[src/shared/serial_rx_regs.svh]
/*
  Register offsets, field positions, reset values and timing counts of the serial receiver.
  Assumes a 32-bit classic Wishbone slave with byte addresses; included by bare name.
*/
`ifndef SERIAL_RX_REGS_SVH
`define SERIAL_RX_REGS_SVH

// ==========================================================================
// Register offsets (byte addresses)
`define RX_DATA_OFS        4'h0
`define RX_STATUS_OFS      4'h4
`define RX_CONTROL_OFS     4'h8
`define RX_FORMAT_OFS      4'hC

// ==========================================================================
// Status register fields
`define ST_COMPLETE_BIT    7
`define ST_FRAME_ERR_BIT   4
`define ST_OVERRUN_BIT     3
`define ST_PARITY_ERR_BIT  2
`define ST_DOUBLE_BIT      1

// ==========================================================================
// Control register fields
`define CT_IRQ_EN_BIT      7
`define CT_RX_EN_BIT       4
`define CT_NINTH_BIT       1

// ==========================================================================
// Format register fields
`define FM_PAR_EN_BIT      5
`define FM_PAR_ODD_BIT     4
`define FM_STOP_SEL_BIT    3
`define FM_SIZE_HI         2
`define FM_SIZE_LO         0

// ==========================================================================
// Reset values
`define CONTROL_RST        8'h00
`define FORMAT_RST         8'h03
`define STATUS_WR_RST      8'h00

// ==========================================================================
// Oversampling figures and nine-bit size code
`define OVS_NORMAL         5'h10
`define OVS_DOUBLE         5'h08
`define CHAR_SIZE_NINE     3'h7

`endif

[src/shared/serial_rx_pkg.sv]
/*
  Types shared by the serial receiver.
  Assumes serial_rx_regs.svh supplies all numeric constants.
*/
package serial_rx_pkg;

  // ==========================================================================
  // Receiver sequence states
  typedef enum logic [2:0]
  {
    RX_IDLE  = 3'b000,
    RX_START = 3'b001,
    RX_DATA  = 3'b010,
    RX_PAR   = 3'b011,
    RX_STOP  = 3'b100
  } rx_state_t;

endpackage

[src/hdl/serial_rx.sv]
/*
  Receive side of an asynchronous serial port: start detection, majority voting,
  parity checking, a two-entry receive buffer with per-frame status and a Wishbone slave.
  Assumes a baud sample enable pulse from an external divider at 16x (or 8x) the bit rate.
*/
// ==========================================================================
// Behaviour
// - short frames read zeros in upper bits.
// - ninth bit and errors stored per frame.
// - complete flag shows unread buffer data.
// - disable flushes buffer, clears complete flag.
// - disable abandons frame, releases pin at once.
// - interrupt follows complete flag and enable.
// - error flag writes ignored; write zeros.
// - error flags raise no interrupt themselves.
// - frame error reflects first stop bit.
// - only first stop bit affects frame error.
// - overrun when buffer full, shifter full, start.
// - overrun clears on successful buffer transfer.
// - parity error only when checking was on.
// - parity error valid until frame read.
// - sixteen samples per bit, eight double-speed.
// - start bit accepted by majority of centre samples.
// - each bit decided by centre-sample majority.
// - first stop bit moves shifter to buffer.
`timescale 1ns/1ps
`include "serial_rx_regs.svh"

module serial_rx
  import serial_rx_pkg::*;
#(
  parameter int DEPTH = 2
)
(
  input  wire logic        sys_clk,
  input  wire logic        rst,
  input  wire logic        sample_en,
  input  wire logic        rx_pin,
  input  wire logic        global_irq_en,
  input  wire logic        wb_cyc_i,
  input  wire logic        wb_stb_i,
  input  wire logic        wb_we_i,
  input  wire logic [3:0]  wb_adr_i,
  input  wire logic [3:0]  wb_sel_i,
  input  wire logic [31:0] wb_dat_i,
  output logic      [31:0] wb_dat_o,
  output logic             wb_ack_o,
  output logic             rx_complete_irq,
  output logic             rx_pin_claimed
);

  // ==========================================================================
  // Declarations
  rx_state_t        state_q;
  logic             sync1_q, sync2_q;
  logic [4:0]       tick_q;
  logic [3:0]       bit_cnt_q;
  logic [8:0]       shift_q;
  logic [2:0]       votes_q;
  logic             par_bad_q;
  logic             frame_par_en_q;
  logic [7:0]       control_q;
  logic [7:0]       format_q;
  logic             double_q;
  logic [12:0]      fifo_q [DEPTH];
  logic [1:0]       rd_ptr_q, wr_ptr_q, count_q;
  logic             hold_valid_q;
  logic [12:0]      hold_q;
  logic             overrun_q;
  logic             ack_q;
  logic [31:0]      rdata_q;
  logic             irq_q;

  logic             rx_en, par_en, par_odd, majority, bus_req, data_read, push;
  logic [4:0]       ovs, mid_tick;
  logic [3:0]       nbits;
  logic [12:0]      head;
  logic [8:0]       aligned;
  logic [1:0]       cnt_after;
  logic             xfer;

  assign rx_en    = control_q[`CT_RX_EN_BIT];
  assign par_en   = format_q[`FM_PAR_EN_BIT];
  assign par_odd  = format_q[`FM_PAR_ODD_BIT];
  assign ovs      = double_q ? `OVS_DOUBLE : `OVS_NORMAL;
  assign mid_tick = ovs >> 1;
  // Data bit count: 5..8, or 9 in nine-bit mode.
  assign nbits    = (format_q[`FM_SIZE_HI:`FM_SIZE_LO] == `CHAR_SIZE_NINE) ? 4'h9
                  : 4'h5 + {2'b00, format_q[1:0]};
  assign majority = (votes_q[0] & votes_q[1]) | (votes_q[0] & votes_q[2]) | (votes_q[1] & votes_q[2]);
  assign bus_req   = wb_cyc_i & wb_stb_i & ~ack_q;
  assign data_read = bus_req & ~wb_we_i & (wb_adr_i == `RX_DATA_OFS) & (count_q != 2'h0);
  assign head      = fifo_q[rd_ptr_q[0]];
  // Buffer fill after this cycle's pop; the hold stage moves on only when that leaves room.
  assign aligned   = shift_q >> (4'h9 - nbits);
  assign cnt_after = data_read ? count_q - 2'h1 : count_q;
  assign xfer      = hold_valid_q & (cnt_after != 2'(DEPTH));

  // ==========================================================================
  // Pin synchroniser; the first stage feeds only the second.
  always_ff @(posedge sys_clk or posedge rst)
  begin
    if (rst)
    begin
      sync1_q <= 1'b1;
      sync2_q <= 1'b1;
    end
    else
    begin
      sync1_q <= rx_pin;
      sync2_q <= sync1_q;
    end
  end

  // ==========================================================================
  // Receive sequencer: start check, bit sampling, parity and stop.
  always_ff @(posedge sys_clk or posedge rst)
  begin
    if (rst)
    begin
      state_q        <= RX_IDLE;
      tick_q         <= 5'h00;
      bit_cnt_q      <= 4'h0;
      shift_q        <= 9'h000;
      votes_q        <= 3'h0;
      par_bad_q      <= 1'b0;
      frame_par_en_q <= 1'b0;
    end
    else if (!rx_en)
    begin
      state_q <= RX_IDLE;
      tick_q  <= 5'h00;
    end
    else if (sample_en)
    begin
      // Centre samples are mid-1, mid, mid+1 counting the sample after the first low one as one.
      if (tick_q >= mid_tick - 5'h1 && tick_q <= mid_tick + 5'h1)
        votes_q <= {votes_q[1:0], sync2_q};
      case (state_q)
        RX_IDLE:
        begin
          tick_q <= 5'h01;
          if (!sync2_q)
            state_q <= RX_START;
        end
        RX_START:
        begin
          tick_q <= tick_q + 5'h01;
          if (tick_q == mid_tick + 5'h1)
          begin
            if (!((votes_q[0] & votes_q[1]) | (votes_q[0] & sync2_q) | (votes_q[1] & sync2_q)))
            begin
              frame_par_en_q <= par_en;
              par_bad_q      <= par_odd;
              bit_cnt_q      <= 4'h0;
              shift_q        <= 9'h000;
            end
            else
              state_q <= RX_IDLE;
          end
          if (tick_q == ovs)
          begin
            tick_q  <= 5'h01;
            state_q <= RX_DATA;
          end
        end
        RX_DATA, RX_PAR, RX_STOP:
        begin
          tick_q <= (tick_q == ovs) ? 5'h01 : tick_q + 5'h01;
          if (tick_q == mid_tick + 5'h2)
          begin
            if (state_q == RX_DATA)
            begin
              // LSB first: shift in from the top, align at the end.
              shift_q   <= {majority, shift_q[8:1]};
              par_bad_q <= par_bad_q ^ majority;
              bit_cnt_q <= bit_cnt_q + 4'h1;
            end
            else if (state_q == RX_PAR)
              par_bad_q <= par_bad_q ^ majority;
            if (state_q == RX_STOP)
              state_q <= RX_IDLE;
          end
          if (tick_q == ovs)
          begin
            if (state_q == RX_DATA && bit_cnt_q == nbits)
              state_q <= frame_par_en_q ? RX_PAR : RX_STOP;
            else if (state_q == RX_PAR)
              state_q <= RX_STOP;
          end
        end
        default:
          state_q <= RX_IDLE;
      endcase
    end
  end

  // stop bit vote completes the frame
  assign push = rx_en & sample_en & (state_q == RX_STOP) & (tick_q == mid_tick + 5'h2);

  // ==========================================================================
  // Shift-register hold stage and receive buffer.
  // Entry layout: {frame_err, parity_err, ninth, data[7:0], overrun, pad}; the hold stage has pad in place of overrun.
  always_ff @(posedge sys_clk or posedge rst)
  begin
    if (rst)
    begin
      rd_ptr_q     <= 2'h0;
      wr_ptr_q     <= 2'h0;
      count_q      <= 2'h0;
      hold_valid_q <= 1'b0;
      hold_q       <= 13'h0000;
      overrun_q    <= 1'b0;
      for (int i = 0; i < DEPTH; i++)
        fifo_q[i] <= 13'h0000;
    end
    else if (!rx_en)
    begin
      rd_ptr_q     <= 2'h0;
      wr_ptr_q     <= 2'h0;
      count_q      <= 2'h0;
      hold_valid_q <= 1'b0;
      overrun_q    <= 1'b0;
    end
    else
    begin
      if (data_read)
        rd_ptr_q <= rd_ptr_q ^ 2'h1;
      if (xfer)
      begin
        fifo_q[wr_ptr_q[0]] <= {hold_q[12:2], overrun_q, 1'b0};
        overrun_q           <= 1'b0;
        wr_ptr_q            <= wr_ptr_q ^ 2'h1;
        hold_valid_q        <= 1'b0;
      end
      // overrun on new start with all storage full; placed last so a set wins.
      if (hold_valid_q && cnt_after == 2'(DEPTH) && state_q == RX_IDLE && sample_en && !sync2_q)
        overrun_q <= 1'b1;
      // A frame that finds the hold stage still occupied is the one lost to the overrun.
      if (push && (!hold_valid_q || xfer))
      begin
        hold_valid_q <= 1'b1;
        // unused upper bits zero; frame error from stop vote; parity gated
        hold_q <= {~majority, frame_par_en_q & par_bad_q, (nbits == 4'h9) & aligned[8], aligned[7:0], 2'b00};
      end
      count_q <= cnt_after + {1'b0, xfer};
    end
  end

  // ==========================================================================
  // Control, format and speed registers written by software.
  always_ff @(posedge sys_clk or posedge rst)
  begin
    if (rst)
    begin
      control_q <= `CONTROL_RST;
      format_q  <= `FORMAT_RST;
      double_q  <= 1'b0;
    end
    else if (bus_req && wb_we_i && wb_sel_i[0])
    begin
      if (wb_adr_i == `RX_STATUS_OFS)
        double_q <= wb_dat_i[`ST_DOUBLE_BIT];
      if (wb_adr_i == `RX_CONTROL_OFS)
        control_q <= wb_dat_i[7:0];
      if (wb_adr_i == `RX_FORMAT_OFS)
        format_q <= wb_dat_i[7:0];
    end
  end

  // ==========================================================================
  // Wishbone answer: one-cycle ack the edge after the request; unmapped reads give zero.
  always_ff @(posedge sys_clk or posedge rst)
  begin
    if (rst)
    begin
      ack_q   <= 1'b0;
      rdata_q <= 32'h0000_0000;
    end
    else
    begin
      ack_q   <= bus_req;
      rdata_q <= 32'h0000_0000;
      if (bus_req && !wb_we_i)
      begin
        case (wb_adr_i)
          `RX_DATA_OFS:
            rdata_q[7:0] <= (count_q != 2'h0) ? head[9:2] : 8'h00;
          `RX_STATUS_OFS:
          begin
            // complete flag; flags belong to head entry
            rdata_q[`ST_COMPLETE_BIT]   <= count_q != 2'h0;
            rdata_q[`ST_FRAME_ERR_BIT]  <= (count_q != 2'h0) & head[12];
            rdata_q[`ST_OVERRUN_BIT]    <= (count_q != 2'h0) & head[1];
            rdata_q[`ST_PARITY_ERR_BIT] <= (count_q != 2'h0) & head[11];
            rdata_q[`ST_DOUBLE_BIT]     <= double_q;
          end
          `RX_CONTROL_OFS:
          begin
            rdata_q[7:0]          <= control_q;
            rdata_q[`CT_NINTH_BIT] <= (count_q != 2'h0) & head[10];
          end
          `RX_FORMAT_OFS:
            rdata_q[7:0] <= format_q;
          default:
            rdata_q <= 32'h0000_0000;
        endcase
      end
    end
  end

  // ==========================================================================
  // Interrupt and pin ownership outputs, registered.
  always_ff @(posedge sys_clk or posedge rst)
  begin
    if (rst)
    begin
      irq_q          <= 1'b0;
      rx_pin_claimed <= 1'b0;
    end
    else
    begin
      // level request; error flags not included
      irq_q          <= (count_q != 2'h0) & control_q[`CT_IRQ_EN_BIT] & global_irq_en & rx_en;
      rx_pin_claimed <= rx_en;
    end
  end

  assign wb_ack_o        = ack_q;
  assign wb_dat_o        = rdata_q;
  assign rx_complete_irq = irq_q;

endmodule

[config.mk]
export PLATFORM = sky130hd
export DESIGN_NAME = serial_rx
export DESIGN_NICKNAME = d
export VERILOG_FILES = /design/src/shared/serial_rx_pkg.sv /design/src/hdl/serial_rx.sv
export VERILOG_INCLUDE_DIRS = /design/src /design/src/shared
export SDC_FILE = /design/constraint.sdc
export NUM_CORES = 1
export LEC_CHECK = 0
export BUFFER_PORTS_ARGS = -buffer_cell sky130_fd_sc_hd__buf_2
export CAP_MARGIN = 15
export CORE_AREA = 2 2 105 97
export DETAILED_ROUTE_END_ITERATION = 10
export DIE_AREA = 0 0 107 99
export PLACE_DENSITY = 0.77
export SYNTH_ARGS = -nofsm -noshare
export SYNTH_HDL_FRONTEND = slang
export SYNTH_SLANG_ARGS = --single-unit
export TNS_END_PERCENT = 30
[constraint.sdc]
create_clock -name sys_clk -period 2.7 [get_ports sys_clk]
set_input_delay 0 -clock sys_clk [delete_from_list [all_inputs] [get_ports sys_clk]]
set_output_delay 0 -clock sys_clk [all_outputs]
set_load 0.05 [all_outputs]
==> impl.org <==
** Status
- Result of the run :: finished, final reports clean

** Floorplanning
- For this configuration, the core starts out at a cell density of 0.5422.
- The die covers 0.01059 sq mm.
- Die Height :: 99 um
- 83 I/O pins were placed.
- In this run the horizontal extent of the chip is 107 um.
- Std-Cell Rows :: 34
- CORE AREA :: 0.009487 sq mm

** Drt
- Via-per-instance ratio :: 5.606
- Drt pass-1 iters :: 5
- Total number of vias :: 3689
- Routed wire length :: 10180 um
- Wire per inst :: 15.47 um
- The detailed router finished its first iteration with 212 violations.
- Number of design rule violations left after detail routing :: 0
- The count of nets left with antenna violations once routing finished came out at 0.

** Timing
- The final-report max-slew violation count was 0.
- Across the routed clock network, the largest skew measured is 0.01230 ns.
- Period minus WS final :: 2.471 ns
- Worst Max-Slew Pin Slew :: 0.9509 ns
- Setup total negative slack on the finished layout was measured at 0 ns.
- Final hold violations :: 0
- Final setup violating endpoints :: 0
- In the finished design, the share of the clock period the worst path needs comes to 0.9152.
- Measured against its own limit, the worst slew margin works out to 0.3648.
- Setup repair after global routing left no endpoint under its margin.
- Based on the critical path, the design can be clocked at up to 0.4047 GHz.

** Setup path
- The largest single stage delay on the critical path is 0.43 ns.
- The worst setup path is launched from a flop.
- Nature of the critical path endpoint :: flop
- The worst setup path is of the reg2reg kind.
- Crit path arrival time :: 2.75 ns
- Maximum net fanout on the critical path :: 13
- Req. time, crit path :: 2.98 ns
- The critical path goes through inv_1 -> ha_1 -> nor3_1 -> a311oi_1 -> nor3_2 -> and3b_1 -> buf_12 -> mux2_2.
- The number of buffers and inverters on the critical path is 2.
- The cell family contributing the most delay on the critical path is simple AND/OR/NAND/NOR gates.
- Critical path's slowest cell :: dfrtp_1

** Synth
- Counting flops with a built-in enable in the synthesized netlist gives 0.
- The mapped netlist covers 0.005144 sq mm.
- The share of the Yosys chip area taken by registers is 0.4680.
- After synthesis the netlist holds a flip-flop and latch count of 96.
- In the synthesized netlist the async set-or-reset flop fraction comes to 1.000.
- Yosys printed 0 warnings.
- The number of different library cells used by synthesis comes to 62.
- Synth Area per Inst :: 10.67 sq um
- Post-Synthesis Cells :: 482
- The most used flip-flop cell after synthesis is dfrtp_1.

** Finish
- For this run, the post-layout net count is 587.
- Compared with the post-synthesis result, the final layout area differs by 10.70%.
- Antenna diodes :: 0
- Of the cells placed in the final design, the portion with a size suffix greater than 1 is 0.2274.

** Pwr
- Net Sw Power :: 762.9 uW
- IR drop worst, VDD :: 410.4 uV
- Cell Int Power :: 1.928 mW
- Power density relative to cell area :: 472.5 mW/mm^2
- The analysis attributes to cell leakage a power of 2.594 nW.
- Clock power share :: 0.344
- The share of total power dissipated in combinational logic is 0.103.
- Switching part of the total :: 0.2835
- Post-layout power :: 2.691 mW
- Seq pwr share :: 0.553

** CTS
- Total clock buffers created by CTS :: 9
- CTS clk-pin slew, worst paths :: 0.10 ns
- Post-CTS repair timing setup buffer count :: 0
- The clock drives 96 sinks.
- In this run, post-CTS repair resized a total of 0 instances.
- Library cell used as clock root buffer :: clkbuf_8
- Buffers inserted to repair hold after CTS numbered 14.
- Clock buffer depth :: 2
- TritonCTS clock tree :: built
- Worst-Skew Late Latency :: 0.38 ns
- The H-tree was split into 3 levels.

** Global routing
- Across every metal layer, demand over resource in global routing totals 0.2034.
- The via count of the first global-routing pass was 3480.
- Antenna violations before repair :: 0
- Total overflow reported by the global router :: 0
- The first global-routing pass estimated 16980 um of wire.
- Pin count of the biggest net entering global routing :: 57

** Flow run
- Number of max-cap violations :: 0

** Place
- Half-perimeter wire length after placement :: 7280 um
- Input and output buffers added on the ports amount to 31.
- Gp weighted congestion :: 0.9099

** Hold path
- In this run the worst hold path is classified as in2reg.
power groups by stage:
| stage | registers, mW | clock network (mW) | logic, mW |
|---|---|---|---|
| final | 1.49 | 0.925 | 0.278 |
| after global routing | 1.49 | 1.01 | 0.302 |
| after CTS | 1.49 | 0.950 | 0.279 |
| after detailed placement | 1.51 | 0 | 0.262 |
| after global placement | 1.51 | 0 | 0.253 |
| after floorplan | 1.51 | 0 | 0.228 |
per-layer routing:
metal	global-route usage	vias to the layer above	part of all wire
met1	0.2713	1838	0.45
met5	0	-	0
met2	0.3332	83	0.49
li1	-	1757	-
met4	0.06394	0	0.011
met3	0.04431	11	0.049
area by class of cell:
class,count,area [sq um]
Clock buffer,10,137.6
Clock inverter,6,55.05
Fill cell,756,3792
Inverter,13,51.30
Multi-Input combinational cell,352,2502
Sequential cell,96,2407
Tap cell,126,157.7
Timing Repair Buffer,55,382.9
sequential cells by signal, summed over array words and instances (netlist names), 4 cells and up:
register / cells
control_q: 7
format_q: 8
bit_cnt_q: 4
fifo_q: 24
tick_q: 5
shift_q: 9
hold_q: 11
wb_dat_o: 8
cells in the mapped netlist, types with 10 or more instances:
| master | n | area share |
|---|---|---|
| nor2_1 | 32 | 0.023 |
| inv_1 | 13 | 0.0095 |
| buf_4 | 25 | 0.036 |
| nor2b_1 | 10 | 0.012 |
| clkbuf_1 | 13 | 0.0095 |
| a21oi_1 | 19 | 0.018 |
| mux2_2 | 38 | 0.083 |
| nand2_1 | 52 | 0.038 |
| dfrtp_1 | 92 | 0.45 |
| mux2i_1 | 19 | 0.037 |
| ha_1 | 12 | 0.029 |
| o21ai_0 | 30 | 0.029 |
worst register-to-register path: stages, from the launching register on:
cell and delay (ns):
dfrtp_1 0.43, inv_1 0.09, ha_1 0.28, nor3_1 0.31
a311oi_1 0.20, nor3_2 0.30, and3b_1 0.27, buf_12 0.17
mux2_2 0.34
final timing paths:
check                                 start          end  slack (ns)  cells past startpoint
worst min-delay path            wb_adr_i[0]  wb_dat_o[7]        0.11                      4
max in group asynchronous               rst      sync1_q        1.61                      4
worst max register to register   count_q[0]   fifo_q[15]        0.23                      8
worst min register to register      sync1_q      sync2_q        0.36                      0
min in group asynchronous               rst   fifo_q[17]        0.27                      3
worst max-delay path             count_q[0]   fifo_q[15]        0.23                      8
stage by stage:
stage | cells | hold WS, ns | util | setup slack, ns | area, sq um
2_1_floorplan | 505 | 0.004478 | - | 0.2012 | 5230
3_3_place_gp | 628 | 0.1067 | 0.5652 | 0.3153 | 5361
3_5_place_dp | 628 | 0.1063 | 0.5652 | 0.2566 | 5361
4_1_cts | 658 | 0.08715 | 0.6002 | 0.2486 | 5694
5_1_grt | 658 | 0.1356 | 0.6002 | 0.01002 | 5694
6_report | 658 | 0.1133 | 0.6002 | 0.2291 | 5694
cells by family (layout without fill, tap and decap cells):
group,Yosys count,in the layout,share of synthesized area
AOI/OAI and AO/OA,94,94,0.1177
other,1,24,0.0007290
DFF,96,96,0.4680
buffers and inverters,57,84,0.06349
xor gates and xnor gates,10,10,0.01703
and+or+nand+nor,141,141,0.1396
adders and majority gates,14,14,0.03308
muxes,69,69,0.1603
cells in the final DEF, fill, tap and decap left out, drive strengths merged, types with 9 or more instances in the layout:
cell type / synthesis / final
clkbuf: 13 / 10
nand3: 9 / 9
mux2i: 19 / 19
nor2: 32 / 32
a21oi: 19 / 19
nand2: 52 / 52
o21ai: 30 / 30
buf: 31 / 41
inv: 13 / 18
nor2b: 10 / 10
dfrtp: 92 / 92
conb: 1 / 24
mux2: 47 / 47
ha: 12 / 12
dlygate4sd3: 0 / 14
(Power assumes the default switching activity.)
